$ cat config.mk
export PLATFORM = sky130hd
export DESIGN_NAME = regfile_map
export DESIGN_NICKNAME = d
export VERILOG_FILES = /design/src/rtl/regfile_map_pkg.sv /design/src/rtl/regfile_map.sv
export SDC_FILE = /design/constraint.sdc
export NUM_CORES = 2
export LEC_CHECK = 0
export BUFFER_PORTS_ARGS = -buffer_cell sky130_fd_sc_hd__buf_2
export CORE_MARGIN = 2
export CORE_UTILIZATION = 35
export DETAILED_ROUTE_END_ITERATION = 6
export GPL_ROUTABILITY_DRIVEN = 0
export PLACE_DENSITY_LB_ADDON = 0.25
export SYNTH_ARGS = -nofsm -noshare
export SYNTH_HDL_FRONTEND = slang
export SYNTH_SLANG_ARGS = --single-unit
$ cat constraint.sdc
create_clock -name clk_i -period 8.15 [get_ports clk_i]
set_clock_uncertainty 0.1 [all_clocks]
set_input_delay 2.0375 -clock clk_i [delete_from_list [all_inputs] [get_ports clk_i]]
set_output_delay 2.0375 -clock clk_i [all_outputs]
set_load 0.01 [all_outputs]
$ cat src/rtl/regfile_map_pkg.sv
// What this block does
// - reset from power-on, watchdog, stop recovery
// - stop recovery keeps watchdog, recovery, port2/3 modes
// - power-on reset holds about five milliseconds
// - lowest twelve bytes hold six vectors
// - program counter starts at 000c after reset
// - internal program memory 4 KB, 0000..0fff
// - romless fetches from 64 KB external space
// - protected external execution blocks internal table reads
// - protected internal execution allows internal table reads
// - 8-bit addresses, 4-bit relative to working group
// - sixteen working groups of sixteen registers
// - e0..ef not reachable by direct addressing
// - pointer low nibble expanded, high nibble working
// - expanded group f holds three config registers
// - low supply comparator forces global reset
// - stop recovery write-only except read-only bit 7
// - f6..f9 are write-only
// - fa..ff readable and writable
// - ports, general registers, ten control, three config
package regfile_map_pkg;
    localparam logic [7:0] ADDR_PORT2_DIR = 8'hf6;
    localparam logic [7:0] ADDR_PORT3_CFG = 8'hf7;
    localparam logic [7:0] ADDR_PORT01_MODE = 8'hf8;
    localparam logic [7:0] ADDR_INT_PRIORITY = 8'hf9;
    localparam logic [7:0] ADDR_INT_REQUEST = 8'hfa;
    localparam logic [7:0] ADDR_INT_MASK = 8'hfb;
    localparam logic [7:0] ADDR_FLAGS = 8'hfc;
    localparam logic [7:0] ADDR_GROUP_PTR = 8'hfd;
    localparam logic [7:0] ADDR_SP_HIGH = 8'hfe;
    localparam logic [7:0] ADDR_SP_LOW = 8'hff;
    // expanded group f slots (chosen)
    localparam logic [3:0] XGRP_CONFIG_GROUP = 4'hf;
    localparam logic [3:0] XGRP_PORT_CONTROL = 4'h0;
    localparam logic [3:0] XGRP_STOP_RECOVERY = 4'hb;
    localparam logic [3:0] XGRP_WATCHDOG_MODE = 4'hf;
    localparam logic [7:0] PORT_REG_FIRST = 8'h00;
    localparam logic [7:0] PORT_REG_LAST = 8'h03;
    localparam logic [7:0] RESTRICTED_FIRST = 8'he0;
    localparam logic [7:0] RESTRICTED_LAST = 8'hef;
    localparam logic [7:0] CONTROL_FIRST = 8'hf0;
    localparam logic [7:0] SMALL_GP_LAST = 8'h7f;
    localparam logic [7:0] UNMAPPED_READ = 8'hff;
    localparam logic [7:0] RESET_DEFAULT = 8'h00;
    localparam logic [7:0] WDT_MODE_RESET = 8'h0d;
    localparam logic [7:0] PORT3_CFG_RESET = 8'h00;
    localparam logic [7:0] PORT2_DIR_RESET = 8'hff;
    localparam logic [7:0] STOP_REC_RESET = 8'h20;
    localparam logic [7:0] PORT_CTRL_RESET = 8'h1e;
    localparam int STOP_STATUS_BIT = 7;
    localparam logic [15:0] USER_START_ADDR = 16'h000c;
    localparam logic [15:0] VECTOR_BYTES = 16'h000c;
    localparam logic [15:0] INTERNAL_LAST = 16'h0fff;
    localparam int VECTOR_COUNT = 6;
    localparam int CLK_PERIOD_NS = 10;
    localparam int POR_TIME_MS = 5;
    localparam int POR_CYCLES = POR_TIME_MS * 1000000 / CLK_PERIOD_NS;
    localparam int RESET_SOURCES = 3;

    typedef enum logic [1:0] {
        ADDR_DIRECT,
        ADDR_WORKING,
        ADDR_INDIRECT
    } addr_mode_t;

    typedef struct packed {
        logic wr;
        logic rd;
        addr_mode_t mode;
        logic [7:0] addr;
        logic [7:0] wdata;
    } reg_req_t;

    typedef struct packed {
        logic rd;
        logic protect_on;
        logic romless;
        logic [15:0] addr;
    } prog_req_t;
endpackage : regfile_map_pkg

$ cat src/rtl/regfile_map.sv
`timescale 1ns/1ns
module regfile_map #(
    parameter int POR_HOLD_CYCLES = regfile_map_pkg::POR_CYCLES,
    parameter bit LARGE_VARIANT = 1'b1
) (
    input wire logic clk_i,
    input wire logic reset_n_i,
    input wire logic por_pin_i,
    input wire logic wdt_timeout_i,
    input wire logic stop_recovery_i,
    input wire logic low_supply_i,
    input wire regfile_map_pkg::reg_req_t req_i,
    input wire regfile_map_pkg::prog_req_t prog_i,
    input wire logic [7:0] prog_rdata_i,
    input wire logic stop_status_i,
    output logic [7:0] rdata_o,
    output logic rvalid_o,
    output logic core_reset_o,
    output logic [15:0] pc_start_o,
    output logic [15:0] prog_addr_o,
    output logic prog_external_o,
    output logic prog_blocked_o,
    output logic [7:0] prog_rdata_o,
    output logic [7:0] group_pointer_o,
    output logic [7:0] port2_dir_o,
    output logic [7:0] port3_cfg_o,
    output logic [7:0] port_control_o,
    output logic [7:0] stop_recovery_o,
    output logic [7:0] watchdog_mode_o
);
    import regfile_map_pkg::*;

    logic por_s1, por_s2, low_s1, low_s2;
    logic [31:0] por_count;
    logic por_busy;
    logic stop_hold;
    logic [7:0] regs [0:255];
    logic [7:0] port01_mode, int_priority, int_request, int_mask, flags;
    logic [7:0] group_pointer, sp_high, sp_low;
    logic [7:0] port2_dir, port3_cfg, port_control, stop_recovery, watchdog_mode;
    logic [7:0] eff_addr;
    logic [7:0] next_rdata;
    logic is_config, is_general, access_ok;

    // address formed from pointer's working nibble
    function automatic logic [7:0] resolve(input reg_req_t r, input logic [7:0] ptr);
        if (r.mode == ADDR_WORKING) begin
            return {ptr[7:4], r.addr[3:0]};
        end
        return r.addr;
    endfunction : resolve

    function automatic logic general_present(input logic [7:0] a);
        if (a < CONTROL_FIRST && a > PORT_REG_LAST) begin
            return LARGE_VARIANT ? 1'b1 : (a <= SMALL_GP_LAST);
        end
        return 1'b0;
    endfunction : general_present

    // pin and comparator come from outside this clock
    always_ff @(posedge clk_i) begin
        por_s1 <= por_pin_i;
        por_s2 <= por_s1;
        low_s1 <= low_supply_i;
        low_s2 <= low_s1;
    end

    // power-on hold restarts while reset pin, power-on pin or low supply is active
    always_ff @(posedge clk_i) begin
        if (!reset_n_i || por_s2 || low_s2) begin
            por_count <= 32'h0;
            por_busy <= 1'b1;
        end else if (por_busy) begin
            if (por_count >= 32'(POR_HOLD_CYCLES - 1)) begin
                por_busy <= 1'b0;
            end
            por_count <= por_count + 32'h1;
        end
    end

    // watchdog and stop recovery give a core reset one cycle later, held while the source is high
    always_ff @(posedge clk_i) begin
        if (!reset_n_i) begin
            stop_hold <= 1'b0;
            core_reset_o <= 1'b1;
        end else begin
            stop_hold <= stop_recovery_i && !wdt_timeout_i && !por_busy;
            core_reset_o <= por_busy || wdt_timeout_i || stop_recovery_i;
        end
    end

    always_ff @(posedge clk_i) begin
        pc_start_o <= USER_START_ADDR;
    end

    assign eff_addr = resolve(req_i, group_pointer);
    assign is_config = group_pointer[3:0] == XGRP_CONFIG_GROUP && eff_addr[7:4] == 4'h0
        && req_i.mode == ADDR_WORKING;
    assign is_general = general_present(eff_addr);
    // direct access to e0..ef is ignored
    assign access_ok = !(req_i.mode == ADDR_DIRECT && eff_addr >= RESTRICTED_FIRST
        && eff_addr <= RESTRICTED_LAST);

    // general and port registers
    always_ff @(posedge clk_i) begin
        if (req_i.wr && access_ok && !is_config && (is_general || eff_addr <= PORT_REG_LAST)) begin
            regs[eff_addr] <= req_i.wdata;
        end
    end

    // control registers cleared by every reset, port control loaded with 1e
    always_ff @(posedge clk_i) begin
        if (core_reset_o) begin
            port01_mode <= RESET_DEFAULT;
            int_priority <= RESET_DEFAULT;
            int_request <= RESET_DEFAULT;
            int_mask <= RESET_DEFAULT;
            flags <= RESET_DEFAULT;
            group_pointer <= RESET_DEFAULT;
            sp_high <= RESET_DEFAULT;
            sp_low <= RESET_DEFAULT;
            port_control <= PORT_CTRL_RESET;
        end else if (req_i.wr && access_ok && is_config) begin
            if (eff_addr[3:0] == XGRP_PORT_CONTROL) begin
                port_control <= req_i.wdata;
            end
        end else if (req_i.wr && access_ok) begin
            if (eff_addr == ADDR_PORT01_MODE) begin
                port01_mode <= req_i.wdata;
            end else if (eff_addr == ADDR_INT_PRIORITY) begin
                int_priority <= req_i.wdata;
            end else if (eff_addr == ADDR_INT_REQUEST) begin
                int_request <= req_i.wdata;
            end else if (eff_addr == ADDR_INT_MASK) begin
                int_mask <= req_i.wdata;
            end else if (eff_addr == ADDR_FLAGS) begin
                flags <= req_i.wdata;
            end else if (eff_addr == ADDR_GROUP_PTR) begin
                group_pointer <= req_i.wdata;
            end else if (eff_addr == ADDR_SP_HIGH) begin
                sp_high <= req_i.wdata;
            end else if (eff_addr == ADDR_SP_LOW) begin
                sp_low <= req_i.wdata;
            end
        end
    end

    // survivors of a stop recovery reset
    always_ff @(posedge clk_i) begin
        if (core_reset_o && !stop_hold) begin
            port2_dir <= PORT2_DIR_RESET;
            port3_cfg <= PORT3_CFG_RESET;
            stop_recovery <= STOP_REC_RESET;
            watchdog_mode <= WDT_MODE_RESET;
        end else if (!core_reset_o && req_i.wr && access_ok) begin
            if (is_config && eff_addr[3:0] == XGRP_STOP_RECOVERY) begin
                stop_recovery <= {1'b0, req_i.wdata[6:0]};
            end else if (is_config && eff_addr[3:0] == XGRP_WATCHDOG_MODE) begin
                watchdog_mode <= req_i.wdata;
            end else if (!is_config && eff_addr == ADDR_PORT2_DIR) begin
                port2_dir <= req_i.wdata;
            end else if (!is_config && eff_addr == ADDR_PORT3_CFG) begin
                port3_cfg <= req_i.wdata;
            end
        end
    end

    // write-only reads give a constant and touch nothing
    always_comb begin
        next_rdata = UNMAPPED_READ;
        if (!access_ok) begin
            next_rdata = UNMAPPED_READ;
        end else if (is_config) begin
            if (eff_addr[3:0] == XGRP_STOP_RECOVERY) begin
                next_rdata = {stop_status_i, 7'h7f};
            end else begin
                next_rdata = UNMAPPED_READ;
            end
        end else if (eff_addr == ADDR_INT_REQUEST) begin
            next_rdata = int_request;
        end else if (eff_addr == ADDR_INT_MASK) begin
            next_rdata = int_mask;
        end else if (eff_addr == ADDR_FLAGS) begin
            next_rdata = flags;
        end else if (eff_addr == ADDR_GROUP_PTR) begin
            next_rdata = group_pointer;
        end else if (eff_addr == ADDR_SP_HIGH) begin
            next_rdata = sp_high;
        end else if (eff_addr == ADDR_SP_LOW) begin
            next_rdata = sp_low;
        end else if (is_general || eff_addr <= PORT_REG_LAST) begin
            next_rdata = regs[eff_addr];
        end
    end

    always_ff @(posedge clk_i) begin
        if (!reset_n_i) begin
            rdata_o <= RESET_DEFAULT;
            rvalid_o <= 1'b0;
        end else begin
            rdata_o <= req_i.rd ? next_rdata : rdata_o;
            rvalid_o <= req_i.rd;
        end
    end

    // program space: internal below 4 KB unless romless
    always_ff @(posedge clk_i) begin
        if (!reset_n_i) begin
            prog_addr_o <= USER_START_ADDR;
            prog_external_o <= 1'b0;
            prog_blocked_o <= 1'b0;
            prog_rdata_o <= RESET_DEFAULT;
        end else if (prog_i.rd) begin
            prog_addr_o <= prog_i.addr;
            prog_external_o <= prog_i.romless || prog_i.addr > INTERNAL_LAST;
            prog_blocked_o <= prog_i.protect_on && prog_i.romless && prog_i.addr <= INTERNAL_LAST;
            // internal execution with protect still reads normally; addresses above 0fff are never refused
            if (prog_i.protect_on && prog_i.romless && prog_i.addr <= INTERNAL_LAST) begin
                prog_rdata_o <= UNMAPPED_READ;
            end else begin
                prog_rdata_o <= prog_rdata_i;
            end
        end
    end

    assign group_pointer_o = group_pointer;
    assign port2_dir_o = port2_dir;
    assign port3_cfg_o = port3_cfg;
    assign port_control_o = port_control;
    assign stop_recovery_o = stop_recovery;
    assign watchdog_mode_o = watchdog_mode;

    a_wdt_resets: assert property (@(posedge clk_i) disable iff (!reset_n_i)
        wdt_timeout_i |=> core_reset_o) else $error("watchdog did not reset");
    a_low_supply: assert property (@(posedge clk_i) disable iff (!reset_n_i)
        low_s2 |=> ##1 core_reset_o) else $error("low supply did not reset");
    a_stop_keeps: assert property (@(posedge clk_i) disable iff (!reset_n_i)
        core_reset_o && stop_hold |=> $stable(watchdog_mode) && $stable(port2_dir))
        else $error("stop recovery lost config");
    a_pc_start: assert property (@(posedge clk_i) disable iff (!reset_n_i)
        ##1 pc_start_o == 16'h000c) else $error("bad start address");
    a_protect_block: assert property (@(posedge clk_i) disable iff (!reset_n_i)
        prog_i.rd && prog_i.protect_on && prog_i.romless && prog_i.addr <= INTERNAL_LAST
        |=> prog_blocked_o && prog_rdata_o == UNMAPPED_READ)
        else $error("protected read leaked");
    a_protect_allow: assert property (@(posedge clk_i) disable iff (!reset_n_i)
        prog_i.rd && !prog_i.romless |=> !prog_blocked_o && prog_rdata_o == $past(prog_rdata_i))
        else $error("internal read blocked");
    a_direct_block: assert property (@(posedge clk_i) disable iff (!reset_n_i)
        req_i.rd && req_i.mode == ADDR_DIRECT && req_i.addr[7:4] == 4'he |=> rdata_o == 8'hff)
        else $error("direct e0 access reached");
    a_ptr_write: assert property (@(posedge clk_i) disable iff (!reset_n_i)
        !core_reset_o && req_i.wr && req_i.mode == ADDR_DIRECT && req_i.addr == 8'hfd
        |=> group_pointer == $past(req_i.wdata)) else $error("pointer write lost");
    a_wo_read: assert property (@(posedge clk_i) disable iff (!reset_n_i)
        req_i.rd && !req_i.wr && req_i.mode == ADDR_DIRECT && req_i.addr == 8'hf9
        |=> rdata_o == 8'hff && $stable(int_priority)) else $error("write-only read");
    a_por_hold: assert property (@(posedge clk_i) disable iff (!reset_n_i)
        por_busy |=> core_reset_o) else $error("core ran during power-on hold");
    a_romless_fetch: assert property (@(posedge clk_i) disable iff (!reset_n_i)
        prog_i.rd && prog_i.romless |=> prog_external_o) else $error("romless fetch stayed internal");
    a_internal_span: assert property (@(posedge clk_i) disable iff (!reset_n_i)
        prog_i.rd && !prog_i.romless && prog_i.addr <= 16'h0fff |=> !prog_external_o)
        else $error("internal address went external");
    a_stop_bit_ro: assert property (@(posedge clk_i) disable iff (!reset_n_i)
        !core_reset_o && req_i.wr && is_config && eff_addr[3:0] == XGRP_STOP_RECOVERY
        |=> !stop_recovery[7]) else $error("read-only stop bit written");
    a_config_write: assert property (@(posedge clk_i) disable iff (!reset_n_i)
        !core_reset_o && req_i.wr && is_config && eff_addr[3:0] == XGRP_PORT_CONTROL
        |=> port_control == $past(req_i.wdata)) else $error("port control write lost");
    c_config_wr: cover property (@(posedge clk_i) req_i.wr && is_config);
    c_stop_reset: cover property (@(posedge clk_i) stop_recovery_i ##1 core_reset_o);
    c_working_rd: cover property (@(posedge clk_i) req_i.rd && req_i.mode == ADDR_WORKING);
    c_blocked: cover property (@(posedge clk_i) prog_blocked_o);
endmodule : regfile_map

==> out/summary.txt <==
Run status - complete, but fails checks
Failing checks - max-capacitance violations, max-slew violations
Cell mode on critical path - buf_4
Largest cells by area after synthesis - edfxtp_1, mux4_2, dfxtp_1, mux2i_1, nor2_1
Fmax achieved - 177.9 MHz
Share of flip-flops with an asynchronous set or reset - 0%
Post-synth EDFFs - 1,920
First-pass GRT wire length - 332.0 mm
# H-tree levels - 4
Final cycle utilization of the critical path - 68.98%
Hold WS - 226.5 ps
Drt initial violations - 5,053
Post-Synthesis Cells - 4,072
CTS tree - built
Syn avg cell area - 19.95 µm²
Nets - 4,343
CP Cell Sequence - buf_2 > nand2b_1 > buf_4 > a31oi_2 > buf_4 > o31ai_4 > nand2b_1 > nor2_4 > buf_4 > buf_4 > nand2_1 > nor2_1
Crit-path slowest cell - nor2_1
Worst Setup Path Type - in2reg
Slew Limit Headroom - -9.673%
Resize count post-CTS - 0
Area share of the largest cell type after synthesis - 70.97%
Crit-path leading delay family - simple AND/OR/NAND/NOR gates
Layout area overhead - 14.09%
Overall Global Routing Usage - 19.75%
Gr ovfl total - 0
Commonest non-fill, non-tap cells in the layout - edfxtp_1, mux4_2, nor2_1
Routed len/inst - 31.42 µm
DRT Wirelength - 235.9 mm
Final hold vios - 0
Final setup viols - 0
CTS Root Cell - clkbuf_16
Max FO, Critical Path - 17
Buf/Inv on CP - 5
Synth Register Bits - 2,081
Initial antenna violation count - 9
Initial Util - 35.27%
DIE AREA - 0.2360 mm²
Longest Clk Path Bufs - 3
Die H - 485.8 µm
Fin cells - 7,508
Least-Margin Pin Slew - 1624 ps
# DRC - 0
Antenna viol nets, final - 0
Final Instance Area - 0.09268 mm²
CP required - 8500 ps
Top FF cell, synth - edfxtp_1
Share of cells above drive strength 1 - 25.71%
Worst-path clk slew - 60 ps
Worst Slack Setup Final - 2528 ps
Fin. max-slew vios - 2
Setup TNS - 0 ps
RSZ-0062 raised after global routing - false
Input/output buffers - 136
Vias - 42,070
# rows - 176
Period minus WS final - 5622 ps
I/O Pins - 154
Peak VDD IR - 0.1682 mV
Drt first pass iters - 7
Vias in the first global route - 41,760
Hpwl dp - 145.9 mm
Placed Cells - 7,097
Clock latency on the worst-skew pair - 840 ps
Top cell type by total area after synthesis - edfxtp_1
Commonest non-fill, non-tap cell in the layout - edfxtp_1
CTS buffer count - 215
Die width - 485.8 µm
Power per cell area - 245.9 mW/mm²
Reg2reg setup slack - 3700 ps
Register area share after synthesis - 74.94%
Mapped cell area - 0.08124 mm²
Core Area - 0.2303 mm²
Hold_buf cts - 0
Post-CTS Setup Repair Bufs - 0
Yosys warns - 0
Placed inst area - 0.08556 mm²
Crit-path max cell delay - 820 ps
CP endpoint kind - flop
Hold WC Path Type - reg2reg
Clock sink count - 2,081
CP arrival - 5970 ps
Netlist cell types - 81
Max-cap violation count - 1
Setup crit start kind - primary input
P_leak - 28.90 nW
Setup slack at placement - 1741 ps
Vias per inst - 5.603
Largest net degree at the start of global routing - 156
## cell usage after synthesis, drive strengths merged, types with 4 or more instances
master and n:
edfxtp 1920, mux4 518, nor2 379, mux2i 174
dfxtp 161, nand2 147, buf 141, clkbuf 117
a22oi 58, a21oi 50, o21ai 44, nand3 39
nor3 33, a221oi 26, nor2b 24, nand4 23
xor2 20, a31oi 18, o22ai 13, inv 11
o221a 10, nor4 9, xnor2 9, mux2 8
and4 7, o211ai 7, a211o 6, and3 6
nand2b 6, or3 6, a211oi 5, a22o 5
nor4bb 5, a222oi 4, a31o 4, a32oi 4
and2 4, o31a 4, o31ai 4, o32ai 4
or2 4
## cell families (layout without fill, tap and decap cells)
family / count (synthesis) / after routing / synth area share [%]
other cells: 2 / 23 / 0.009244
mux: 700 / 700 / 16.65
compound gates: 287 / 287 / 2.512
buf+inv: 270 / 659 / 1.722
flops: 2081 / 2081 / 74.94
fa+ha+maj: 1 / 1 / 0.01540
simple gates: 702 / 702 / 3.841
xor+xnor: 29 / 29 / 0.3127
## state kept, by name, indices dropped and copies added, names as in the netlist, 7 cells and up
name             flops
group_pointer_o      8
watchdog_mode_o      8
regs              1920
port_control_o       8
por_count           32
prog_addr_o         16
sp_high              8
int_request          8
rdata_o              8
int_mask             8
stop_recovery_o      7
prog_rdata_o         8
port2_dir_o          8
sp_low               8
flags                8
port3_cfg_o          8
## metrics by stage
stage / total power, mW / utilization, %
floorplan: 12.50 / -
global placement: 13.11 / 37.14
detailed placement: 13.11 / 37.14
CTS: 22.97 / 40.23
global route: 23.41 / 40.23
finish: 22.79 / 40.24
## routing by layer
layer  share of wire [%]  global-route usage (%)  vias up
li1                    -                       -    17110
met1                  42                   27.94    22550
met2                  47                   30.92     2073
met3                 8.8                   4.486      336
met4                 2.4                   4.885        2
met5              0.0064                       0        -
## worst register-to-register path, stage by stage (launching register included)
cell      delay (ps)
dfxtp_1          480
nor4bb_1         140
a31oi_2          170
buf_4            270
o31ai_4          150
nand2b_1         260
nor2_4           740
buf_4            270
buf_4            190
nand2_1          460
nor2_1           830
## final timing paths
path / from / endpoint / cells after the start
hold reg to reg: low_s1 / low_s2 / 0
setup / recovery: req_i[17] / regs[92][4] / 12
hold / removal: low_s1 / low_s2 / 0
setup reg to reg: group_pointer_o[4] / regs[92][4] / 10
## where the power goes
| part | internal (mW) | leakage (nW) | total, mW | switching [mW] |
|---|---|---|---|---|
| Combinational | 0.382 | 6.86 | 1.18 | 0.797 |
| Sequential | 11.7 | 18.6 | 11.7 | 0.0192 |
| Clock | 5.70 | 3.48 | 9.91 | 4.21 |
| Total | 17.8 | 28.9 | 22.8 | 5.03 |
## final cells by class
type	count	area [µm²]
antenna	6	15.01
clock buffer	254	5620
clock inverter	151	1490
fill	20290	137700
inverter	12	52.55
multi-input combinational	1736	19100
sequential	2081	60880
tap	3026	3786
timing repair buffer	242	1738
No activity file was read; power rests on OpenSTA's default activity.
